<file path="src/core/hcs_pkg.sv">
/*
 * Constants shared by the configuration store of the four-channel
 * high speed counter unit: register map, field layout, reset values.
 * Assumes a 32-bit AXI4-Lite host bus and one 40 MHz controller clock.
 */
// Notes on behaviour
// - stop-to-run transfer becomes new parameter set
// - reload halts, applies, then restarts all counters
// - power-up leaves every parameter at default
// - runtime requests touch only statically enabled counters
// - arrangement and failure mode, documented defaults
// - four identical channel sets, up, continuous
// - counter and output enables default disabled
// - auxiliary input selects preload or strobe
// - strobe edge selectable, positive default
// - count edge selectable, positive default
// - numeric defaults 1000, 32767, 0, 32767, zeros
// - channel one pulse enables, DC variants only
// - quadrature uses channels one-three, four single
// - quadrature ignores direction, mode, count edge
// - failure mode governs outputs while stopped
package hcs_pkg;
    localparam int CH_N    = 4;
    localparam int NUM_N   = 6;
    localparam int NUM_W   = 16;
    localparam int FLG_W   = 9;
    localparam int ADDR_W  = 9;
    // register byte offsets
    localparam logic [8:0] A_GLB_STG = 9'h000;
    localparam logic [8:0] A_STATUS  = 9'h004;
    localparam logic [8:0] A_RT_REQ  = 9'h008;
    localparam logic [8:0] A_GLB_ACT = 9'h00C;
    localparam logic [1:0] REG_STG   = 2'h2;
    localparam logic [1:0] REG_ACT   = 2'h3;
    // channel flag bits
    localparam int F_EN      = 0;
    localparam int F_OUT     = 1;
    localparam int F_DOWN    = 2;
    localparam int F_SINGLE  = 3;
    localparam int F_STROBE  = 4;
    localparam int F_STB_NEG = 5;
    localparam int F_CNT_NEG = 6;
    localparam int F_PWM     = 7;
    localparam int F_PULSE   = 8;
    localparam logic [FLG_W-1:0] FLG_RESET = 9'h000;
    // numeric word index
    localparam int N_TB  = 0;
    localparam int N_HI  = 1;
    localparam int N_LO  = 2;
    localparam int N_ON  = 3;
    localparam int N_OFF = 4;
    localparam int N_PLD = 5;
    localparam logic [15:0] TB_RESET  = 16'h03E8;
    localparam logic [15:0] HI_RESET  = 16'h7FFF;
    localparam logic [15:0] ON_RESET  = 16'h7FFF;
    localparam logic [15:0] ZERO_RST  = 16'h0000;
    // global bits
    localparam int G_QUAD = 0;
    localparam logic [2:0] GLB_RESET = 3'h0;
    // status bits
    localparam int S_RUN = 0;
    localparam int S_BUSY = 1;
    localparam int S_REJ = 2;
    localparam int S_ACC = 3;
    localparam logic [1:0] RESP_OK  = 2'h0;
    localparam logic [1:0] RESP_ERR = 2'h2;
    typedef enum logic [1:0] {FAIL_NORMAL, FAIL_OFF, FAIL_HOLD, FAIL_RSVD} hcs_fail_t;
    typedef enum {ST_IDLE, ST_HALT, ST_APPLY, ST_RESTART} hcs_state_t;
endpackage

</file>
<file path="src/core/hcs_config_store.sv">
/*
 * Configuration store and reload sequencer of the high speed counter unit.
 * Holds a staged set written by the host and the active set seen by the
 * counters. Assumes run_mode is synchronous and counters obey counters_halt.
 */
`timescale 1ns/10ps
module hcs_config_store
    import hcs_pkg::*;
#(
    parameter bit HAS_DC_OUTPUTS = 1'b1
)(
    input  wire logic                  aclk,
    input  wire logic                  aresetn,
    input  wire logic [ADDR_W-1:0]     s_axi_awaddr,
    input  wire logic                  s_axi_awvalid,
    output logic                       s_axi_awready,
    input  wire logic [31:0]           s_axi_wdata,
    input  wire logic [3:0]            s_axi_wstrb,
    input  wire logic                  s_axi_wvalid,
    output logic                       s_axi_wready,
    output logic [1:0]                 s_axi_bresp,
    output logic                       s_axi_bvalid,
    input  wire logic                  s_axi_bready,
    input  wire logic [ADDR_W-1:0]     s_axi_araddr,
    input  wire logic                  s_axi_arvalid,
    output logic                       s_axi_arready,
    output logic [31:0]                s_axi_rdata,
    output logic [1:0]                 s_axi_rresp,
    output logic                       s_axi_rvalid,
    input  wire logic                  s_axi_rready,
    input  wire logic                  run_mode,
    input  wire logic [CH_N-1:0]       counter_out_raw,
    input  wire logic [CH_N-1:0]       user_out,
    output logic                       counters_halt,
    output logic                       counters_restart,
    output logic                       quadrature_plus_single_arrangement,
    output logic [CH_N-1:0]            ch_enable,
    output logic [CH_N-1:0]            ch_out_enable,
    output logic [CH_N-1:0]            ch_count_down,
    output logic [CH_N-1:0]            ch_single_pass,
    output logic [CH_N-1:0]            ch_aux_strobe,
    output logic [CH_N-1:0]            ch_strobe_neg,
    output logic [CH_N-1:0]            ch_count_neg,
    output logic [CH_N*NUM_W-1:0]      ch_timebase,
    output logic [CH_N*NUM_W-1:0]      ch_hi_limit,
    output logic [CH_N*NUM_W-1:0]      ch_lo_limit,
    output logic [CH_N*NUM_W-1:0]      ch_on_preset,
    output logic [CH_N*NUM_W-1:0]      ch_off_preset,
    output logic [CH_N*NUM_W-1:0]      ch_preload,
    output logic                       ch1_pwm_enable,
    output logic                       ch1_pulse_enable,
    output logic [CH_N-1:0]            output_pins
);

    function automatic logic [15:0] num_default(input int idx);
        unique case (idx)
            N_TB:    num_default = TB_RESET;
            N_HI:    num_default = HI_RESET;
            N_ON:    num_default = ON_RESET;
            default: num_default = ZERO_RST;
        endcase
    endfunction

    function automatic logic [15:0] merge16(input logic [15:0] old,
                                            input logic [31:0] d,
                                            input logic [3:0]  strb);
        merge16 = {strb[1] ? d[15:8] : old[15:8], strb[0] ? d[7:0] : old[7:0]};
    endfunction

    hcs_state_t         state, next_state;
    logic [FLG_W-1:0]   stg_flg [CH_N];
    logic [FLG_W-1:0]   act_flg [CH_N];
    logic [FLG_W-1:0]   next_stg_flg [CH_N];
    logic [FLG_W-1:0]   next_act_flg [CH_N];
    logic [15:0]        stg_num [CH_N][NUM_N];
    logic [15:0]        act_num [CH_N][NUM_N];
    logic [15:0]        next_stg_num [CH_N][NUM_N];
    logic [15:0]        next_act_num [CH_N][NUM_N];
    logic [2:0]         stg_glb, act_glb, next_stg_glb, next_act_glb;
    logic               run_q, next_run_q;
    logic               rt_rej, rt_acc, next_rt_rej, next_rt_acc;
    logic               aw_full, w_full, next_aw_full, next_w_full;
    logic [ADDR_W-1:0]  aw_addr, next_aw_addr;
    logic [31:0]        w_data, next_w_data;
    logic [3:0]         w_strb, next_w_strb;
    logic               bvalid, next_bvalid;
    logic [1:0]         bresp, next_bresp;
    logic               rvalid, next_rvalid;
    logic [1:0]         rresp, next_rresp;
    logic [31:0]        rdata, next_rdata;
    logic [CH_N-1:0]    pins, next_pins;
    logic               quad;
    hcs_fail_t          fail_mode;

    assign quad      = act_glb[G_QUAD];
    assign fail_mode = hcs_fail_t'(act_glb[2:1]);

    assign s_axi_awready = !aw_full && !bvalid;
    assign s_axi_wready  = !w_full && !bvalid;
    assign s_axi_bvalid  = bvalid;
    assign s_axi_bresp   = bresp;
    assign s_axi_arready = !rvalid;
    assign s_axi_rvalid  = rvalid;
    assign s_axi_rresp   = rresp;
    assign s_axi_rdata   = rdata;

    // counters held stopped through halt and apply
    assign counters_halt    = (state == ST_HALT) || (state == ST_APPLY);
    assign counters_restart = (state == ST_RESTART);
    assign quadrature_plus_single_arrangement = quad;
    assign output_pins      = pins;
    // pulse outputs only on DC variants and four-single arrangement
    assign ch1_pwm_enable   = HAS_DC_OUTPUTS && !quad && act_flg[0][F_PWM];
    assign ch1_pulse_enable = HAS_DC_OUTPUTS && !quad && act_flg[0][F_PULSE];

    for (genvar i = 0; i < CH_N; i++) begin : g_ch
        // channels two and three fold into the quadrature counter
        localparam bit FOLDED = (i == 1) || (i == 2);
        localparam bit QCH    = (i == 0);
        assign ch_enable[i]      = act_flg[i][F_EN] && !(quad && FOLDED);
        assign ch_out_enable[i]  = act_flg[i][F_OUT] && !(quad && FOLDED);
        assign ch_count_down[i]  = act_flg[i][F_DOWN] && !(quad && QCH);
        assign ch_single_pass[i] = act_flg[i][F_SINGLE] && !(quad && QCH);
        assign ch_aux_strobe[i]  = act_flg[i][F_STROBE];
        assign ch_strobe_neg[i]  = act_flg[i][F_STB_NEG];
        assign ch_count_neg[i]   = act_flg[i][F_CNT_NEG] && !(quad && QCH);
        assign ch_timebase[i*NUM_W +: NUM_W]   = act_num[i][N_TB];
        assign ch_hi_limit[i*NUM_W +: NUM_W]   = act_num[i][N_HI];
        assign ch_lo_limit[i*NUM_W +: NUM_W]   = act_num[i][N_LO];
        assign ch_on_preset[i*NUM_W +: NUM_W]  = act_num[i][N_ON];
        assign ch_off_preset[i*NUM_W +: NUM_W] = act_num[i][N_OFF];
        assign ch_preload[i*NUM_W +: NUM_W]    = act_num[i][N_PLD];
    end

    always_comb begin
        logic        do_wr;
        logic        rt_ok;
        logic [1:0]  rt_ch;
        logic [2:0]  rt_fld;
        logic [1:0]  wch;
        logic [2:0]  wwd;
        logic [1:0]  rch;
        logic [2:0]  rwd;
        do_wr  = 1'b0;
        rt_ok  = 1'b0;
        rt_ch  = w_data[1:0];
        rt_fld = w_data[6:4];
        wch    = aw_addr[6:5];
        wwd    = aw_addr[4:2];
        rch    = s_axi_araddr[6:5];
        rwd    = s_axi_araddr[4:2];
        next_state   = state;
        next_stg_flg = stg_flg;
        next_act_flg = act_flg;
        next_stg_num = stg_num;
        next_act_num = act_num;
        next_stg_glb = stg_glb;
        next_act_glb = act_glb;
        next_run_q   = run_mode;
        next_rt_rej  = rt_rej;
        next_rt_acc  = rt_acc;
        next_aw_full = aw_full;
        next_w_full  = w_full;
        next_aw_addr = aw_addr;
        next_w_data  = w_data;
        next_w_strb  = w_strb;
        next_bvalid  = bvalid;
        next_bresp   = bresp;
        next_rvalid  = rvalid;
        next_rresp   = rresp;
        next_rdata   = rdata;
        next_pins    = pins;

        // reload sequence on a stop-to-run edge seen while idle
        unique case (state)
            ST_IDLE: begin
                if (run_mode && !run_q) begin
                    next_state = ST_HALT;
                end
            end
            ST_HALT: begin
                next_state = ST_APPLY;
            end
            ST_APPLY: begin
                next_act_flg = stg_flg;
                next_act_num = stg_num;
                next_act_glb = stg_glb;
                next_state   = ST_RESTART;
            end
            ST_RESTART: begin
                next_state = ST_IDLE;
            end
        endcase

        // write channel: address and data may arrive in either order
        if (s_axi_awvalid && s_axi_awready) begin
            next_aw_full = 1'b1;
            next_aw_addr = s_axi_awaddr;
        end
        if (s_axi_wvalid && s_axi_wready) begin
            next_w_full = 1'b1;
            next_w_data = s_axi_wdata;
            next_w_strb = s_axi_wstrb;
        end
        if (bvalid && s_axi_bready) begin
            next_bvalid = 1'b0;
        end
        if (aw_full && w_full && !bvalid) begin
            do_wr        = 1'b1;
            next_aw_full = 1'b0;
            next_w_full  = 1'b0;
            next_bvalid  = 1'b1;
            next_bresp   = RESP_OK;
        end

        if (do_wr) begin
            if (aw_addr == A_GLB_STG) begin
                if (w_strb[0]) begin
                    next_stg_glb = w_data[2:0];
                end
            end else if (aw_addr == A_STATUS) begin
                if (w_strb[0] && w_data[S_REJ]) begin
                    next_rt_rej = 1'b0;
                end
                if (w_strb[0] && w_data[S_ACC]) begin
                    next_rt_acc = 1'b0;
                end
            end else if (aw_addr == A_RT_REQ) begin
                // only numeric fields, only enabled channels, not mid-reload
                rt_ok = (w_strb == 4'hF) && (state == ST_IDLE)
                        && act_flg[rt_ch][F_EN] && (rt_fld < 3'(NUM_N));
                if (rt_ok) begin
                    next_act_num[rt_ch][rt_fld] = w_data[31:16];
                    next_rt_acc = 1'b1;
                end else begin
                    next_rt_rej = 1'b1;
                end
            end else if (aw_addr[8:7] == REG_STG && wwd == 3'h0) begin
                next_stg_flg[wch] = FLG_W'(merge16(16'(stg_flg[wch]), w_data, w_strb));
            end else if (aw_addr[8:7] == REG_STG && wwd <= 3'(NUM_N)) begin
                next_stg_num[wch][wwd-3'h1] = merge16(stg_num[wch][wwd-3'h1], w_data, w_strb);
            end else begin
                next_bresp = RESP_ERR;
            end
        end

        // read channel, one cycle after the address is taken
        if (rvalid && s_axi_rready) begin
            next_rvalid = 1'b0;
        end
        if (s_axi_arvalid && !rvalid) begin
            next_rvalid = 1'b1;
            next_rresp  = RESP_OK;
            next_rdata  = 32'h0000_0000;
            if (s_axi_araddr == A_GLB_STG) begin
                next_rdata = {29'h0, stg_glb};
            end else if (s_axi_araddr == A_GLB_ACT) begin
                next_rdata = {29'h0, act_glb};
            end else if (s_axi_araddr == A_STATUS) begin
                next_rdata = {28'h0, rt_acc, rt_rej, state != ST_IDLE, run_q};
            end else if (s_axi_araddr == A_RT_REQ) begin
                next_rdata = 32'h0000_0000;
            end else if (s_axi_araddr[8] && rwd == 3'h0) begin
                next_rdata = {23'h0, s_axi_araddr[7] ? act_flg[rch] : stg_flg[rch]};
            end else if (s_axi_araddr[8] && rwd <= 3'(NUM_N)) begin
                next_rdata = {16'h0, s_axi_araddr[7] ? act_num[rch][rwd-3'h1]
                                                     : stg_num[rch][rwd-3'h1]};
            end else begin
                next_rresp = RESP_ERR;
            end
        end

        // set wins over a clear in the same cycle
        if (rt_ok) begin
            next_rt_acc = 1'b1;
        end else if (do_wr && aw_addr == A_RT_REQ) begin
            next_rt_rej = 1'b1;
        end

        // output pins: user owns them unless the counter reserves them
        for (int i = 0; i < CH_N; i++) begin
            if (!ch_out_enable[i] || !ch_enable[i]) begin
                next_pins[i] = user_out[i];
            end else if (run_mode || fail_mode == FAIL_NORMAL || fail_mode == FAIL_RSVD) begin
                next_pins[i] = counter_out_raw[i];
            end else if (fail_mode == FAIL_OFF) begin
                next_pins[i] = 1'b0;
            end else begin
                next_pins[i] = pins[i];
            end
        end
    end

    always_ff @(posedge aclk) begin
        if (!aresetn) begin
            state   <= ST_IDLE;
            stg_glb <= GLB_RESET;
            act_glb <= GLB_RESET;
            for (int i = 0; i < CH_N; i++) begin
                stg_flg[i] <= FLG_RESET;
                act_flg[i] <= FLG_RESET;
                for (int n = 0; n < NUM_N; n++) begin
                    stg_num[i][n] <= num_default(n);
                    act_num[i][n] <= num_default(n);
                end
            end
            run_q   <= 1'b0;
            rt_rej  <= 1'b0;
            rt_acc  <= 1'b0;
            aw_full <= 1'b0;
            w_full  <= 1'b0;
            aw_addr <= '0;
            w_data  <= 32'h0000_0000;
            w_strb  <= 4'h0;
            bvalid  <= 1'b0;
            bresp   <= RESP_OK;
            rvalid  <= 1'b0;
            rresp   <= RESP_OK;
            rdata   <= 32'h0000_0000;
            pins    <= 4'h0;
        end else begin
            state   <= next_state;
            stg_glb <= next_stg_glb;
            act_glb <= next_act_glb;
            stg_flg <= next_stg_flg;
            act_flg <= next_act_flg;
            stg_num <= next_stg_num;
            act_num <= next_act_num;
            run_q   <= next_run_q;
            rt_rej  <= next_rt_rej;
            rt_acc  <= next_rt_acc;
            aw_full <= next_aw_full;
            w_full  <= next_w_full;
            aw_addr <= next_aw_addr;
            w_data  <= next_w_data;
            w_strb  <= next_w_strb;
            bvalid  <= next_bvalid;
            bresp   <= next_bresp;
            rvalid  <= next_rvalid;
            rresp   <= next_rresp;
            rdata   <= next_rdata;
            pins    <= next_pins;
        end
    end

endmodule

</file>
<file path="config.mk">
export PLATFORM = sky130hd
export DESIGN_NAME = hcs_config_store
export DESIGN_NICKNAME = d
export VERILOG_FILES = /design/src/core/hcs_pkg.sv /design/src/core/hcs_config_store.sv
export SDC_FILE = /design/constraint.sdc
export NUM_CORES = 2
export LEC_CHECK = 0
export ABC_AREA = 1
export BUFFER_PORTS_ARGS = -buffer_cell sky130_fd_sc_hd__buf_4
export CAP_MARGIN = 20
export CORE_ASPECT_RATIO = 1.25
export CORE_MARGIN = 2
export CORE_UTILIZATION = 54
export CTS_CLUSTER_DIAMETER = 50
export DETAILED_ROUTE_END_ITERATION = 12
export GPL_ROUTABILITY_DRIVEN = 1
export PLACE_DENSITY_LB_ADDON = 0.3
export SYNTH_ARGS = -nofsm -noshare
export SYNTH_HDL_FRONTEND = slang
export SYNTH_SLANG_ARGS = --single-unit
</file>
<file path="constraint.sdc">
create_clock -name aclk -period 2.8 [get_ports aclk]
set_input_delay 0.28 -clock aclk [delete_from_list [all_inputs] [get_ports aclk]]
set_output_delay 0.28 -clock aclk [all_outputs]
set_load 0.05 [all_outputs]
</file>
======== Word-level counts from Yosys, hierarchy flattened ========
Cells that the tools add are included.
Widths: inputs -> output; s select.
storage, ports and cells
  output and inout bits ................... 462
  logic and storage cells ................. 305
  ROM bits ................................ 0
  bits in registers ....................... 970
  bits in writable memories ............... 0
  latch bits .............................. 0
  memories ................................ 0
cells by class
  $add $sub $neg .......................... 2
  bitwise operators ....................... 11
  divide/modulo/power cells ............... 0
  mux-type cells .......................... 109
  reductions and logical operators ........ 76
  multipliers ............................. 0
  magnitude comparators ................... 13
  equality and inequality tests ........... 18
  shift-type cells ........................ 0
operators with widths
  operator             count
  $mux 384             6
  $bwmux 384           2
  $mux 96              8
  $bmux 96 s2          3
  $demux 96 s2         2
  $mux 16              15
  $bmux 16 s3          3
  $pmux 32 s4          1
  $demux 16 s3         2
  $eq 32x2->1 const B  3
  $bmux 9 s2           4
  $mux 9               8
  $eq 32x3->1 const B  2
  $logic_not 32->1     2
  $bwmux 36            1
  $mux 1               36
  $logic_and 1x1->1    33
  $eq 32x1->1 const B  1
  $mux 32              1
  $reduce_bool 32->1   1
  $eq 9x4->1 const B   3
  $mux 2               13
  $mux 8               3
  $demux 9 s2          1
  other kinds (28)     75

======== Longest topological paths before layout ========
  depth in word-level cells ............... 14
  depth in mapped cells ................... 19
  mapped depth without buffers ............ 17

======== Worst setup path before layout ========
OpenSTA, ideal clock, no wires.
  path kind ............................... input-to-reg
  from .................................... input port s_axi_araddr[2]
  to ...................................... register rdata[5] (netlist: s_axi_rdata[5])
  path slack .............................. -152 ps
  data required time ...................... 2730 ps
  cell stages on the path ................. 14
  arrival ................................. 2881 ps
  cell sequence ........................... inv_1 -> clkbuf_1 -> clkbuf_1 -> clkbuf_1 -> ha_1 -> inv_1 -> clkbuf_1 -> buf_1 -> o211ai_1 -> nand3_1 -> nand3_1 -> a21boi_0 -> o21ai_0 -> a21oi_1
between the ends
  word-level cells in the longest chain between the ends .. 12
  elaborated cells between the ends (all ways) .. 23
RTL lines
  item                                             line                                              text
  start, declared                                  hcs_config_store.sv:24                            input wire logic [ADDR_W-1:0] s_axi_araddr,
  $sub 3x1->3                                      hcs_config_store.sv:266, hcs_config_store.sv:267
  $not 3->4 (implied by the code)                  hcs_config_store.sv:266, hcs_config_store.sv:267
  $bmux 16 s3, on equally long branches            hcs_config_store.sv:267, hcs_config_store.sv:266
  $mux 16, on equally long branches (2 in series)  hcs_config_store.sv:267, hcs_config_store.sv:266
  $mux 16                                          hcs_config_store.sv:266                           next_rdata = {16'h0, s_axi_araddr[7] ? act_num[rch][rwd-3'h1]
  $mux 16                                          hcs_config_store.sv:265                           end else if (s_axi_araddr[8] && rwd <= 3'(NUM_N)) begin
  $mux 16                                          hcs_config_store.sv:263                           end else if (s_axi_araddr[8] && rwd == 3'h0) begin
  $mux 16                                          hcs_config_store.sv:261                           end else if (s_axi_araddr == A_RT_REQ) begin
  $mux 16                                          hcs_config_store.sv:259                           end else if (s_axi_araddr == A_STATUS) begin
  $mux 16                                          hcs_config_store.sv:257                           end else if (s_axi_araddr == A_GLB_ACT) begin
  $mux 16 *                                        hcs_config_store.sv:255                           if (s_axi_araddr == A_GLB_STG) begin
  end signal, assigned                             hcs_config_store.sv:341                           rdata <= next_rdata;
  end, declared                                    hcs_config_store.sv:90                            logic [31:0] rdata, next_rdata;
Mark *: on every way between the ends. The rest lies on a longest branch, timed or not. The select of a mux whose other input is x is not followed.
A chain may end at the register's enable or synchronous reset.

======== Worst setup path in the final report ========
  from .................................... register aw_addr[6]
  to ...................................... register stg_num[263] (netlist bit)
between the ends
  word-level cells in the longest chain between the ends .. 9
  elaborated cells between the ends (all ways) .. 21
RTL lines
  item                                         line                     text
  start, declared                              hcs_config_store.sv:83   logic [ADDR_W-1:0] aw_addr, next_aw_addr;
  start signal, assigned                       hcs_config_store.sv:334  aw_addr <= next_aw_addr;
  $not 2->3 (implied by the code)              hcs_config_store.sv:241  next_stg_num[wch][wwd-3'h1] = merge16(stg_num[wch][wwd-3'h1], w_data, w_strb);
  $bmux 96 s2                                  hcs_config_store.sv:241
  $mux 96 (implied by the code) (2 in series)  hcs_config_store.sv:241
  $bmux 16 s3                                  hcs_config_store.sv:241
  $mux 16 (implied by the code) (2 in series)  hcs_config_store.sv:241
  $mux 8                                       hcs_config_store.sv:67   merge16 = {strb[1] ? d[15:8] : old[15:8], strb[0] ? d[7:0] : old[7:0]};
  $bwmux 384                                   hcs_config_store.sv:241
  end signal, assigned by index                hcs_config_store.sv:303  stg_num[i][n] <= num_default(n);
  end signal, assigned                         hcs_config_store.sv:327  stg_num <= next_stg_num;
  end, declared                                hcs_config_store.sv:75   logic [15:0] stg_num [CH_N][NUM_N];
Parallel ways exist; a longest one is shown, timed or not. The select of a mux whose other input is x is not followed.

==> metrics.cfg <==
[detailed_routing]
ant_nets=0
vias=56200
drc_errors=0
drt_wl_total_mm=228
firstDrtPassIters=6
via_per_inst=6.48
drt_iter0_markers=9399
routedWlPerCell_um=26.3

[timing]
fin_ws_ns=0.0104
setup_viol=0
hold_viol_final=0
finClkSkew_ns=0.0274
fmax_mhz=358
max_slew_margin_pct=30.9
tns_ns=0
period_share_pct=99.6
worst_pin_slew_ns=1.04
fin_crit_ns=2.79
maxSlewViolCount=0

[hold_path]
holdPathEnd=state[1]$_SDFFE_PN0P_
min_path_type=in2reg
holdPathStages=3
hp-start=aresetn

[critical_path]
reg2regPathDepth=12
worst-r2r-setup-slack_ns=0.01
reg2reg_from=aw_addr[6]$_SDFFE_PN0P_
cp_slowest_cell=dfxtp_1
crit_chain=nor2_4 > inv_2 > buf_4 > buf_4 > o21ai_0 > o21ai_0 > nand4_1 > o21ai_2 > o21ai_2 > buf_4 > a21oi_1 > o21ai_0
end_kind=register
r2r_end=stg_num[263]$_SDFFE_PN1P_
path_buf_inv=4
crit_family=compound AO/OA/AOI/OAI gates
arrival_ns=3.33
crit_path_max_fanout=10
required_ns=3.34
worstSetupStartpointType=register
critPathKind=reg2reg
worst_path_largest_cell_delay_ns=0.50

[synthesis]
synth-simple-area-share_pct=14.9
yosys-mux-area-fraction_pct=0.0210
ys_ff_latch=923
synth_top_family_by_area=compound AO/OA/AOI/OAI gates
syn_area_mm2=0.0477
synthArstFlopShare_pct=0
ys_seq_area_share_pct=38.8
synth_compound_area_share_pct=33.3
synth.distinct_cells=51
synth_xor_area_share_pct=0.0184
synth_fa_ha_area_share_pct=0.341
post_synth.cell_area_avg_um2=6.78
yosys_warnings=0
synthFlopType=dfxtp_1
synth_cells=7028
synth_edf_count=0

[clock_network]
root_buffer=clkbuf_16
cts_sinks=923
cts_buffers=103
clkSlewWorstSetupHoldPaths_ns=0.06
clockBufferDepth=3
clk_latency_ns=0.70
htreeDepth=3
cts_tree=yes

[floorplan]
die_w_um=270
ios=532
chipHeight_um=336
core_mm2=0.0874
num_rows=121
start_util_pct=54.6
die_area_mm2=0.0907

[finish]
area_delta_synth_final_pct=22.5
num-nets-final=7509
drive_gt1_share_pct=16.0

[power]
seqPwrFrac_pct=36.6
p_leak_nw=25.0
p_sw_share_pct=35.2
ir_drop_mv=0.624
power_density_mw_per_mm2=657
p_total_mw=38.4
comb_power_share_pct=24.9
intPower_mw=24.9
p_sw_mw=13.5
clock_power_share_pct=38.5

[placement]
dp_hpwl_mm=160
io_buffers=514
dp_slack_ns=-0.127
gp_congestion=1.04

[global_route]
grt_pass1_vias=50000
grt_start_max_net_pins=154
grt_overflow=0
grt_antenna_before_repair=12
grt_pass1_wl_mm=327
grt_use_total_pct=47.6

[job]
max-cap-violations=0

[outcome]
status=finished, final reports clean

-- routing by layer --
layer	share of wire, %	track usage (%)
met5	0.060	0
met4	8.5	34.3
met3	14	14.3
met2	42	70.6
met1	35	58.8
-- synth_stat cells (4+ instances only) --
| library cell | n | area [µm²] |
|---|---|---|
| o21ai_0 | 1187 | 5940 |
| inv_1 | 745 | 2800 |
| nor3_2 | 4 | 40.0 |
| o2111ai_1 | 36 | 315 |
| nor2_1 | 270 | 1010 |
| o21ai_1 | 225 | 1130 |
| inv_2 | 47 | 176 |
| o21a_1 | 4 | 30.0 |
| o221ai_1 | 8 | 70.1 |
| nand3_1 | 374 | 1870 |
| nand2_1 | 937 | 3520 |
| buf_6 | 16 | 180 |
| o211ai_1 | 141 | 1060 |
| ha_1 | 13 | 163 |
| o31ai_1 | 49 | 368 |
| nor3_1 | 10 | 50.1 |
| dfxtp_1 | 923 | 18500 |
| a31oi_1 | 36 | 225 |
| buf_2 | 163 | 816 |
| nand2_2 | 4 | 25.0 |
| a22oi_1 | 26 | 195 |
| a311oi_1 | 5 | 43.8 |
| o22ai_1 | 134 | 838 |
| o311ai_0 | 8 | 70.1 |
| o21ai_2 | 11 | 96.3 |
| clkinv_1 | 14 | 52.6 |
| or2_2 | 4 | 25.0 |
| a21oi_1 | 1052 | 5270 |
| a211oi_1 | 5 | 37.5 |
| nand4_1 | 25 | 156 |
| a221oi_1 | 18 | 158 |
| buf_1 | 62 | 233 |
| nand3_2 | 4 | 40.0 |
| clkbuf_1 | 357 | 1340 |
| buf_4 | 56 | 420 |
| nor2_2 | 29 | 181 |
| nor4_1 | 4 | 25.0 |
| nor2_4 | 7 | 78.8 |
-- cell usage in the layout (no fill, tap or decap), drive strengths merged, types with 13 or more instances in the layout --
cell            n
nand2         941
o22ai         134
clkinv         31
buf           878
o21ai        1423
dfxtp         923
clkbuf        147
o31ai          49
o2111ai        36
inv           801
nand4          26
dlygate4sd3    52
nor3           17
ha             13
o211ai        141
a221oi         18
conb           17
bufinv         13
a31oi          36
a21oi        1052
nand3         378
a22oi          26
nor2          306
-- worst max path at each step --
stage                                              to  cells past startpoint  slack (ns)               startpoint
after detailed placement    stg_num[167]$_SDFFE_PN1P_                     12       -0.13  aw_addr[6]$_SDFFE_PN0P_
after floorplan           s_axi_rdata[5]$_SDFFE_PN0P_                     14        0.07          s_axi_araddr[2]
after global routing        stg_num[168]$_SDFFE_PN1P_                     16       -0.01  aw_addr[3]$_SDFFE_PN0P_
after CTS                   stg_num[168]$_SDFFE_PN1P_                     12        0.06  aw_addr[5]$_SDFFE_PN0P_
after global placement      stg_num[199]$_SDFFE_PN0P_                     12       -0.11  aw_addr[6]$_SDFFE_PN0P_
final                       stg_num[263]$_SDFFE_PN1P_                     12        0.01  aw_addr[6]$_SDFFE_PN0P_
-- cell type report --
type                       count  area, µm²
fill                        7690      29000
multi-input combinational   4659      23400
sequential                   923      18500
timing repair buffer         932       8340
inverter                     807       3080
clock buffer                 145       3010
tap                         1168       1460
clock inverter                45        623
antenna                        3       7.51
-- cell families after synthesis --
group                      count (synthesis)
AOI/OAI and AO/OA                       2948
xor gates and xnor gates                   1
adders and majority gates                 13
buffers and inverters                   1462
DFF                                      923
muxes                                      1
other                                      1
and+or+nand+nor                         1679
-- through the flow --
stage | instances | utilization (%) | hold slack [ns] | area (µm²)
after global placement | 8432 | 61.9 | 0.417 | 54000
after detailed placement | 8432 | 61.9 | 0.441 | 54000
after floorplan | 7044 | - | 0.373 | 47700
after CTS | 8674 | 66.6 | 0.0183 | 58200
after global routing | 8679 | 66.8 | 0.0597 | 58400
final | 8682 | 66.8 | 0.0485 | 58400
-- power groups by stage --
stage	Sequential [mW]	Clock, mW	Combinational, mW
finish	14.0	14.8	9.56
CTS	14.0	14.6	9.03
floorplan	14.6	0	5.17
global placement	14.3	0	8.87
global route	14.1	15.2	9.85
detailed placement	14.3	0	8.94
-- worst min-delay path, stage by stage --
cell	delay, ns
buf_8	0.18
o21ai_0	0.13
a21oi_1	0.05
-- sequential cells by signal, summed over array words and instances (netlist names), 9 cells and up, named ones only --
register	count
aw_addr	9
stg_num	384
ch_hi_limit	64
ch_preload	64
ch_lo_limit	64
ch_on_preset	64
ch_off_preset	64
ch_timebase	64
act_flg	15
stg_flg	36
w_data	32
s_axi_rdata	16
-- repair_timing --
action,4_1_cts,5_1_grt
endpoints found under the hold margin,47,0
gates cloned,0,3
pin swaps,0,2
setup buffers,0,2
hold buffers,52,0
setup endpoints to repair,42,172
gates resized for setup,4,39
(Power assumes the default switching activity.)
